--- src/verilog/dpio_params.svh ---
// Register offsets, field positions and reset values of the dual port block
`ifndef DPIO_PARAMS_SVH
`define DPIO_PARAMS_SVH
`define DPIO_OFS_PIN_D 8'h00
`define DPIO_OFS_LAT_D 8'h04
`define DPIO_OFS_DIR_D 8'h08
`define DPIO_OFS_PIN_E 8'h0C
`define DPIO_OFS_LAT_E 8'h10
`define DPIO_OFS_DIR_E 8'h14
`define DPIO_OFS_SPC 8'h18
`define DPIO_OFS_MIC 8'h1C
`define DPIO_DIR_RST 8'hFF
`define DPIO_LAT_RST 8'h00
`define DPIO_SPC_RST 8'h00
`define DPIO_MIC_RST 8'h00
`define DPIO_SPC_MASK 8'hF0
`define DPIO_MIC_MASK 8'hB3
`define DPIO_SPC_IBF 7
`define DPIO_SPC_OBF 6
`define DPIO_SPC_INPUT_BUFFER_OVERFLOW 5
`define DPIO_SPC_MODE 4
`define DPIO_MIC_EXTERNAL_BUS_DISABLE 7
`define DPIO_E_RD 0
`define DPIO_E_WR 1
`define DPIO_E_CS 2
`define DPIO_E_ALT 7
`define DPIO_PSP_CTL_BITS 8'h07
`define DPIO_RESP_OKAY 2'h0
`define DPIO_RESP_SLVERR 2'h2
`endif

--- src/verilog/dpio_pkg.sv ---
// Types shared by the dual port block
package dpio_pkg;
    typedef enum logic [2:0] {
        DPIO_MODE_MCU = 3'h1,
        DPIO_MODE_MPU = 3'h2,
        DPIO_MODE_EXT = 3'h4
    } dpio_mem_mode_t;

    typedef struct packed {
        logic [7:0] out;
        logic [7:0] oe_n;
    } dpio_pin_drv_t;

    typedef struct packed {
        logic input_buffer_full;
        logic output_buffer_full;
        logic input_buffer_overflow;
        logic mode;
    } dpio_spc_t;
endpackage : dpio_pkg

--- src/verilog/dpio_top.sv ---
// Ports D and E with pin sharing between I/O, external bus and slave port
// Summary of operation
// - Port D direction bit one makes the pin an input, driver off.
// - Port D direction bit zero drives the output latch bit onto the pin.
// - Port D latch is mapped; reading it returns the latch, not pins.
// - Power-on reset sets every port D direction bit to one.
// - Port D is general I/O in microcontroller mode or while external bus disable is set.
// - With external bus active, port D carries the low address/data byte.
// - Slave port mode bit turns port D into a host-accessed 8-bit port.
// - Schmitt buffers in I/O mode, TTL buffers in bus or slave port mode.
// - Port E direction one is input, zero drives the latch value.
// - Reading the port E latch returns the latch, not the pins.
// - Port E is general I/O in microcontroller mode or while external bus disable is set.
// - Microprocessor or extended mode: port E is the high address/data byte.
// - Microcontroller mode with slave port mode: E2..E0 are slave controls.
// - Microcontroller mode, alternate select clear: capture unit 2 uses E7.
// - Extended mode on larger package: port E is bus right after reset.
// - Slave port control works only in microcontroller mode on bus parts.
// - Unimplemented slave port and memory control bits read as zero.
//
// The address map and the AXI4-Lite slave port were decided locally.
`include "dpio_params.svh"

module dpio_top #(
    parameter bit HAS_EMI = 1'b1
) (
    input wire logic aclk,
    input wire logic aresetn,
    input wire logic ce,
    input wire logic soft_reset_n,
    input wire logic [1:0] mem_mode_strap,
    input wire logic capture2_pin_alt_select,
    input wire logic [7:0] awaddr,
    input wire logic awvalid,
    output logic awready,
    input wire logic [31:0] wdata,
    input wire logic [3:0] wstrb,
    input wire logic wvalid,
    output logic wready,
    output logic [1:0] bresp,
    output logic bvalid,
    input wire logic bready,
    input wire logic [7:0] araddr,
    input wire logic arvalid,
    output logic arready,
    output logic [31:0] rdata,
    output logic [1:0] rresp,
    output logic rvalid,
    input wire logic rready,
    input wire logic [7:0] pin_d_in,
    output logic [7:0] pin_d_out,
    output logic [7:0] pin_d_oe_n,
    input wire logic [7:0] pin_e_in,
    output logic [7:0] pin_e_out,
    output logic [7:0] pin_e_oe_n,
    input wire logic [15:0] ebus_ad_out,
    input wire logic ebus_drive,
    output logic [15:0] ebus_ad_in,
    output logic ebus_active,
    input wire logic capture2_out,
    input wire logic capture2_drive,
    output logic capture2_in,
    output logic schmitt_sel_d,
    output logic schmitt_sel_e
);

    logic [7:0] output_latch_d_r;
    logic [7:0] pin_direction_d_r;
    logic [7:0] output_latch_e_r;
    logic [7:0] pin_direction_e_r;
    logic [7:0] psp_in_buf_r;
    dpio_pkg::dpio_spc_t spc_r;
    logic external_bus_disable_r;
    logic [1:0] bus_wait_r;
    logic [1:0] write_style_r;
    dpio_pkg::dpio_mem_mode_t mode_r;
    logic alt_sel_r;
    logic [7:0] d_meta_r;
    logic [7:0] d_sync_r;
    logic [7:0] e_meta_r;
    logic [7:0] e_sync_r;
    logic [7:0] e_prev_r;
    logic bus_on;
    logic psp_on;
    logic host_sel;
    logic host_rd;
    logic host_wr_done;
    logic host_rd_done;
    logic alt_on;
    dpio_pkg::dpio_pin_drv_t drv_d;
    dpio_pkg::dpio_pin_drv_t drv_e;
    logic [7:0] aw_addr_r;
    logic aw_held_r;
    logic [7:0] w_data_r;
    logic w_strb0_r;
    logic w_held_r;
    logic wr_fire;
    logic rd_fire;
    logic [7:0] rd_val;
    logic rd_hit;
    logic wr_hit;
    logic sw_rd_pin_d;
    logic sw_wr_lat_d;

    function automatic dpio_pkg::dpio_mem_mode_t decode_mode(input logic [1:0] s);
        case (s)
            2'h1: decode_mode = dpio_pkg::DPIO_MODE_MPU;
            2'h2: decode_mode = dpio_pkg::DPIO_MODE_EXT;
            default: decode_mode = dpio_pkg::DPIO_MODE_MCU;
        endcase
    endfunction : decode_mode

    function automatic logic is_mapped(input logic [7:0] a);
        case (a)
            `DPIO_OFS_PIN_D, `DPIO_OFS_LAT_D, `DPIO_OFS_DIR_D,
            `DPIO_OFS_PIN_E, `DPIO_OFS_LAT_E, `DPIO_OFS_DIR_E,
            `DPIO_OFS_SPC, `DPIO_OFS_MIC: is_mapped = 1'b1;
            default: is_mapped = 1'b0;
        endcase
    endfunction : is_mapped

    // Straps caught while reset is held, so mode is stable from release on
    always_ff @(posedge aclk) begin
        if (!aresetn) begin
            mode_r <= decode_mode(mem_mode_strap);
            alt_sel_r <= capture2_pin_alt_select;
        end
    end

    // Pins cross in through two flops before any logic looks at them
    always_ff @(posedge aclk) begin
        if (!aresetn) begin
            d_meta_r <= 8'h00;
            d_sync_r <= 8'h00;
            e_meta_r <= 8'hFF;
            e_sync_r <= 8'hFF;
            e_prev_r <= 8'hFF;
        end else if (ce) begin
            d_meta_r <= pin_d_in;
            d_sync_r <= d_meta_r;
            e_meta_r <= pin_e_in;
            e_sync_r <= e_meta_r;
            e_prev_r <= e_sync_r;
        end
    end

    always_comb begin
        bus_on = HAS_EMI && !external_bus_disable_r
            && (mode_r != dpio_pkg::DPIO_MODE_MCU);
        psp_on = spc_r.mode && !bus_on
            && (!HAS_EMI || mode_r == dpio_pkg::DPIO_MODE_MCU);
        host_sel = !e_sync_r[`DPIO_E_CS];
        host_rd = psp_on && host_sel && !e_sync_r[`DPIO_E_RD];
        host_wr_done = psp_on && !e_prev_r[`DPIO_E_WR] && e_sync_r[`DPIO_E_WR]
            && !e_prev_r[`DPIO_E_CS];
        host_rd_done = psp_on && !e_prev_r[`DPIO_E_RD] && e_sync_r[`DPIO_E_RD]
            && !e_prev_r[`DPIO_E_CS];
        alt_on = (mode_r == dpio_pkg::DPIO_MODE_MCU) && !alt_sel_r;
    end

    always_comb begin
        if (bus_on) begin
            drv_d.out = ebus_ad_out[7:0];
            drv_d.oe_n = {8{!ebus_drive}};
        end else if (psp_on) begin
            drv_d.out = output_latch_d_r;
            drv_d.oe_n = {8{!host_rd}};
        end else begin
            drv_d.out = output_latch_d_r;
            drv_d.oe_n = pin_direction_d_r;
        end
        if (bus_on) begin
            drv_e.out = ebus_ad_out[15:8];
            drv_e.oe_n = {8{!ebus_drive}};
        end else begin
            drv_e.out = output_latch_e_r;
            drv_e.oe_n = pin_direction_e_r;
            if (alt_on && capture2_drive) begin
                drv_e.out[`DPIO_E_ALT] = capture2_out;
            end
            if (psp_on) begin
                // Strobes stay inputs even if software left them as outputs
                drv_e.oe_n = pin_direction_e_r | `DPIO_PSP_CTL_BITS;
            end
        end
    end

    // Pin outputs registered, one cycle behind the select logic
    always_ff @(posedge aclk) begin
        if (!aresetn) begin
            pin_d_out <= 8'h00;
            pin_d_oe_n <= 8'hFF;
            pin_e_out <= 8'h00;
            pin_e_oe_n <= 8'hFF;
            ebus_ad_in <= 16'h0000;
            ebus_active <= 1'b0;
            capture2_in <= 1'b0;
            schmitt_sel_d <= 1'b1;
            schmitt_sel_e <= 1'b1;
        end else if (ce) begin
            pin_d_out <= drv_d.out;
            pin_d_oe_n <= drv_d.oe_n;
            pin_e_out <= drv_e.out;
            pin_e_oe_n <= drv_e.oe_n;
            ebus_ad_in <= {e_sync_r, d_sync_r};
            ebus_active <= bus_on;
            capture2_in <= alt_on & e_sync_r[`DPIO_E_ALT];
            schmitt_sel_d <= !(bus_on || psp_on);
            schmitt_sel_e <= !(bus_on || psp_on);
        end
    end

    // AXI4-Lite write path: address and data taken in either order
    assign awready = ce && !aw_held_r && !bvalid;
    assign wready = ce && !w_held_r && !bvalid;
    assign wr_fire = ce && aw_held_r && w_held_r && !bvalid;
    assign wr_hit = wr_fire && is_mapped(aw_addr_r) && w_strb0_r;

    always_ff @(posedge aclk) begin
        if (!aresetn) begin
            aw_held_r <= 1'b0;
            aw_addr_r <= 8'h00;
            w_held_r <= 1'b0;
            w_data_r <= 8'h00;
            w_strb0_r <= 1'b0;
            bvalid <= 1'b0;
            bresp <= `DPIO_RESP_OKAY;
        end else if (ce) begin
            if (awvalid && awready) begin
                aw_held_r <= 1'b1;
                aw_addr_r <= {awaddr[7:2], 2'h0};
            end
            if (wvalid && wready) begin
                w_held_r <= 1'b1;
                w_data_r <= wdata[7:0];
                w_strb0_r <= wstrb[0];
            end
            if (wr_fire) begin
                aw_held_r <= 1'b0;
                w_held_r <= 1'b0;
                bvalid <= 1'b1;
                bresp <= is_mapped(aw_addr_r) ? `DPIO_RESP_OKAY : `DPIO_RESP_SLVERR;
            end else if (bvalid && bready) begin
                bvalid <= 1'b0;
            end
        end
    end

    // AXI4-Lite read path
    assign arready = ce && !rvalid;
    assign rd_fire = arvalid && arready;
    assign rd_hit = is_mapped({araddr[7:2], 2'h0});

    always_comb begin
        case ({araddr[7:2], 2'h0})
            `DPIO_OFS_PIN_D: rd_val = psp_on ? psp_in_buf_r : d_sync_r;
            `DPIO_OFS_LAT_D: rd_val = output_latch_d_r;
            `DPIO_OFS_DIR_D: rd_val = pin_direction_d_r;
            `DPIO_OFS_PIN_E: rd_val = e_sync_r;
            `DPIO_OFS_LAT_E: rd_val = output_latch_e_r;
            `DPIO_OFS_DIR_E: rd_val = pin_direction_e_r;
            `DPIO_OFS_SPC: rd_val = {spc_r, 4'h0};
            `DPIO_OFS_MIC: rd_val = {external_bus_disable_r, 1'b0, bus_wait_r,
                2'h0, write_style_r};
            default: rd_val = 8'h00;
        endcase
    end

    always_ff @(posedge aclk) begin
        if (!aresetn) begin
            rvalid <= 1'b0;
            rdata <= 32'h00000000;
            rresp <= `DPIO_RESP_OKAY;
        end else if (ce) begin
            if (rd_fire) begin
                rvalid <= 1'b1;
                rdata <= {24'h000000, rd_val};
                rresp <= rd_hit ? `DPIO_RESP_OKAY : `DPIO_RESP_SLVERR;
            end else if (rvalid && rready) begin
                rvalid <= 1'b0;
            end
        end
    end

    assign sw_rd_pin_d = rd_fire && ({araddr[7:2], 2'h0} == `DPIO_OFS_PIN_D);
    assign sw_wr_lat_d = wr_hit && (aw_addr_r == `DPIO_OFS_PIN_D
        || aw_addr_r == `DPIO_OFS_LAT_D);

    // Latches survive soft resets; only a power-on reset clears them
    always_ff @(posedge aclk) begin
        if (!aresetn) begin
            output_latch_d_r <= `DPIO_LAT_RST;
            output_latch_e_r <= `DPIO_LAT_RST;
        end else if (ce && wr_hit) begin
            if (sw_wr_lat_d) begin
                output_latch_d_r <= w_data_r;
            end
            if (aw_addr_r == `DPIO_OFS_PIN_E || aw_addr_r == `DPIO_OFS_LAT_E) begin
                output_latch_e_r <= w_data_r;
            end
        end
    end

    always_ff @(posedge aclk) begin
        if (!aresetn || !soft_reset_n) begin
            pin_direction_d_r <= `DPIO_DIR_RST;
            pin_direction_e_r <= `DPIO_DIR_RST;
        end else if (ce && wr_hit) begin
            if (aw_addr_r == `DPIO_OFS_DIR_D) begin
                pin_direction_d_r <= w_data_r;
            end
            if (aw_addr_r == `DPIO_OFS_DIR_E) begin
                pin_direction_e_r <= w_data_r;
            end
        end
    end

    // Bus disable clear at reset: extended mode owns port E at once
    always_ff @(posedge aclk) begin
        if (!aresetn || !soft_reset_n) begin
            external_bus_disable_r <= 1'(`DPIO_MIC_RST >> `DPIO_MIC_EXTERNAL_BUS_DISABLE);
            bus_wait_r <= 2'h0;
            write_style_r <= 2'h0;
        end else if (ce && wr_hit && aw_addr_r == `DPIO_OFS_MIC && HAS_EMI) begin
            external_bus_disable_r <= w_data_r[`DPIO_MIC_EXTERNAL_BUS_DISABLE];
            bus_wait_r <= w_data_r[5:4];
            write_style_r <= w_data_r[1:0];
        end
    end

    // Slave port buffer and flags; a hardware set beats a same-cycle clear
    always_ff @(posedge aclk) begin
        if (!aresetn || !soft_reset_n) begin
            spc_r <= dpio_pkg::dpio_spc_t'(4'(`DPIO_SPC_RST >> `DPIO_SPC_MODE));
            psp_in_buf_r <= 8'h00;
        end else if (ce) begin
            if (wr_hit && aw_addr_r == `DPIO_OFS_SPC) begin
                // Only mode and overflow are software writable
                spc_r.mode <= w_data_r[`DPIO_SPC_MODE];
                if (!w_data_r[`DPIO_SPC_INPUT_BUFFER_OVERFLOW]) begin
                    spc_r.input_buffer_overflow <= 1'b0;
                end
            end
            if (sw_rd_pin_d && psp_on) begin
                spc_r.input_buffer_full <= 1'b0;
            end
            if (host_rd_done) begin
                spc_r.output_buffer_full <= 1'b0;
            end
            if (sw_wr_lat_d && psp_on) begin
                spc_r.output_buffer_full <= 1'b1;
            end
            if (host_wr_done) begin
                psp_in_buf_r <= d_sync_r;
                spc_r.input_buffer_full <= 1'b1;
                if (spc_r.input_buffer_full && !(sw_rd_pin_d && psp_on)) begin
                    spc_r.input_buffer_overflow <= 1'b1;
                end
            end
        end
    end

endmodule : dpio_top
--- config.mk ---
export PLATFORM = sky130hd
export DESIGN_NAME = dpio_top
export DESIGN_NICKNAME = d
export VERILOG_FILES = /design/src/verilog/dpio_pkg.sv /design/src/verilog/dpio_top.sv
export VERILOG_INCLUDE_DIRS = /design/src /design/src/verilog
export SDC_FILE = /design/constraint.sdc
export NUM_CORES = 1
export LEC_CHECK = 0
export BUFFER_PORTS_ARGS = -buffer_cell sky130_fd_sc_hd__clkbuf_2
export CORE_ASPECT_RATIO = 0.5
export CORE_MARGIN = 2
export CORE_UTILIZATION = 57
export CTS_CLUSTER_DIAMETER = 100
export DETAILED_ROUTE_END_ITERATION = 6
export PLACE_DENSITY = 0.87
export SLEW_MARGIN = 20
export SYNTH_ARGS = -nofsm -noshare
export SYNTH_HDL_FRONTEND = slang
export SYNTH_SLANG_ARGS = --single-unit
--- constraint.sdc ---
create_clock -name aclk -period 3.45 [get_ports aclk]
set_input_delay 0.69 -clock aclk [delete_from_list [all_inputs] [get_ports aclk]]
set_output_delay 0.69 -clock aclk [all_outputs]
set_load 0.02 [all_outputs]
==> results.md <==
* Reg with most FFs: ebus_ad_in
* Crit Path Class: in -> out
* Gr usage total at 0.2845
* Delay-heaviest family, CP: buffers and inverters
* Cell Rows at 28
* Finished Cell Area at 0.008428 mm2
* Clock Latency Late Sink at 420 ps
* 1st-pass router iterations at 5
* I/O Buffers at 134
* Via count at 6156
* Critical Path Source Type: input pin
* RePlAce Congestion at 0.9216
* Area share of the largest cell type after synthesis at 0.4629
* Critical Path End Type: output pin
* Most common flop cell mapped by yosys: dfxtp_1
* Remaining Overflow, GRT at 0
* WL final at 19040 um
* FF-to-FF path depth at 4
* CTS tree: built
* Setup Viol. Count Final at 0
* Slowest cell on the critical path: buf_12
* Fin util at 0.7034
* Worst min path class: reg -> reg
* Initial antenna violation count at 0
* CP max FO at 77
* IO Pins at 192
* Critical Path AT at 1820 ps
* Hold_ws at 468.2 ps
* Routed Antenna Nets at 0
* Endpoints failing hold at 0
* Die area at 0.01340 mm2
* Sequential share of the synthesized area at 0.4799
* Pins over their slew limit at 0
* # resized after CTS at 0
* Clk_skew at 9.273 ps
* Measured slew at the worst slew-check pin at 974.4 ps
* Cell count after synthesis at 755
* Clk buf depth at 2
* First-pass GRT wire length at 30100 um
* Warnings from Yosys at 0
* Root Driver: clkbuf_16
* N_diodes at 0
* PwrDens at 544.9 mW/mm2
* Post-route DRC at 0
* Initial core utilization at 0.5919
* DRT iter0 DRCs at 667
* Post-synthesis register bit count at 168
* Required @ worst endpoint at 2760 ps
* Clock transition at the registers of the reported paths at 60 ps
* Hold Crit Depth at 2
* Layout net count at 972
* Fmax at 398.8 MHz
* Post-Place Cell Area at 0.007780 mm2
* Post-layout min period at 2507 ps
* Count leader, synth: dfxtp_1
* Worst path max stage delay at 380 ps
* Crit path buf inv count at 3
* Max-cap violations at 0
* Vias in the first global route at 5623
* Die X at 161.7 um
* Yosys top cell by area: dfxtp_1
* Die height at 82.88 um
* Routed WL per cell at 18.15 um
* Post-synth top cells: dfxtp_1, nand2_1, nor2_1, mux2i_1, clkbuf_1
* Core Region at 0.01198 mm2
* EDFF count, synth at 4
* Share of layout cells above drive strength 1 at 0.2319
* CTS Buf Count at 17
* Slew HR at 0.3448
* Post-Syn Area at 0.007092 mm2
* Setup TNS at 0 ps
* H-tree level count at 4
* Synthesized area per cell at 9.393 um2
* P_leak at 3.719 nW
* Run status: completed
* VDD IR-drop max at 326.9 uV
* Crit path depth at 4
* TritonCTS Sinks at 168
* Largest cells by area after synthesis: dfxtp_1, mux2i_1, nand2_1, nor2_1, buf_4
* DP HPWL at 13540 um
* Vias per std cell at 5.868
* Syn-to-layout area delta at 18.84%
* RSZ-0062 raised after global routing: false
* Postcts setup bufs at 0
* Distinct cells, synth at 66
* Crit share post-route at 0.7267
* Cells along the critical path: buf_4 > buf_12 > nor2b_1 > clkbuf_2
* Ys async rst share at 0
* Largest net degree at the start of global routing at 78
* Number of flip-flops under the largest register name at 16
* CTS Hold Bufs at 0
-- final timing paths --
kind | start | to | slack [ps]
min | capture2_in | capture2_in | 470
max reg2reg | mode_r[1] | pin_e_oe_n[7] | 1080
max | ce | arready | 940
min reg2reg | capture2_in | capture2_in | 470
-- metrics by stage --
stage	cells	worst slack (ps)	total power, mW
floorplan	780	1272	2.428
global placement	1017	900.9	2.544
detailed placement	1017	850.8	2.561
CTS	1049	926.9	4.589
global route	1049	810.3	4.736
finish	1049	942.8	4.593
-- layout make-up --
cell class              instances  area [um2]
repair buffers                148       790.8
clock inverters                13       192.7
flip-flops and latches        168        3403
fillers                       922        3553
multi-input cells             530        3359
well taps                     165       206.4
clock buffers                  19       452.9
inverters                       6       22.52
-- tightest hold or removal path, cell delays in order (launching register included) --
cell     delay (ps)
dfxtp_1         310
nand2_1          60
a21oi_1          50
-- layout by cell type, fill, tap and decap left out, types with 5 or more instances in the layout --
cell,count
a32oi_1,5
nor2_1,90
nand2_1,108
o21ai_0,17
a221o_1,10
conb_1,26
mux2i_1,90
clkbuf_2,133
buf_4,14
clkbuf_16,17
a31oi_1,7
and2_1,7
a211o_1,6
inv_1,5
a311oi_1,16
dfxtp_1,164
nand3_1,18
nor3_1,15
a21oi_1,32
mux2_2,8
nor2b_1,7
-- logic make-up (layout without fill, tap and decap cells) --
kind of cell | after synthesis | after routing | share of synthesized area
compound gates | 119 | 119 | 0.1205
fa+ha+maj | 2 | 2 | 0.003528
buf+inv | 82 | 186 | 0.06087
flops | 168 | 168 | 0.4799
mux | 100 | 100 | 0.1461
other cells | 1 | 26 | 0.0005288
simple gates | 283 | 283 | 0.1886
-- routing by layer --
metal,wire (um),track usage
met4,254,0.07723
met2,8432,0.4444
met5,0,0
met3,1837,0.05495
met1,8520,0.4051
-- report_power, final --
part           internal (mW)  total, mW  switching, mW
Clock                   1.26       2.07          0.807
Combinational          0.159      0.436          0.277
Sequential              2.02       2.09         0.0635
(Power assumes the default switching activity.)
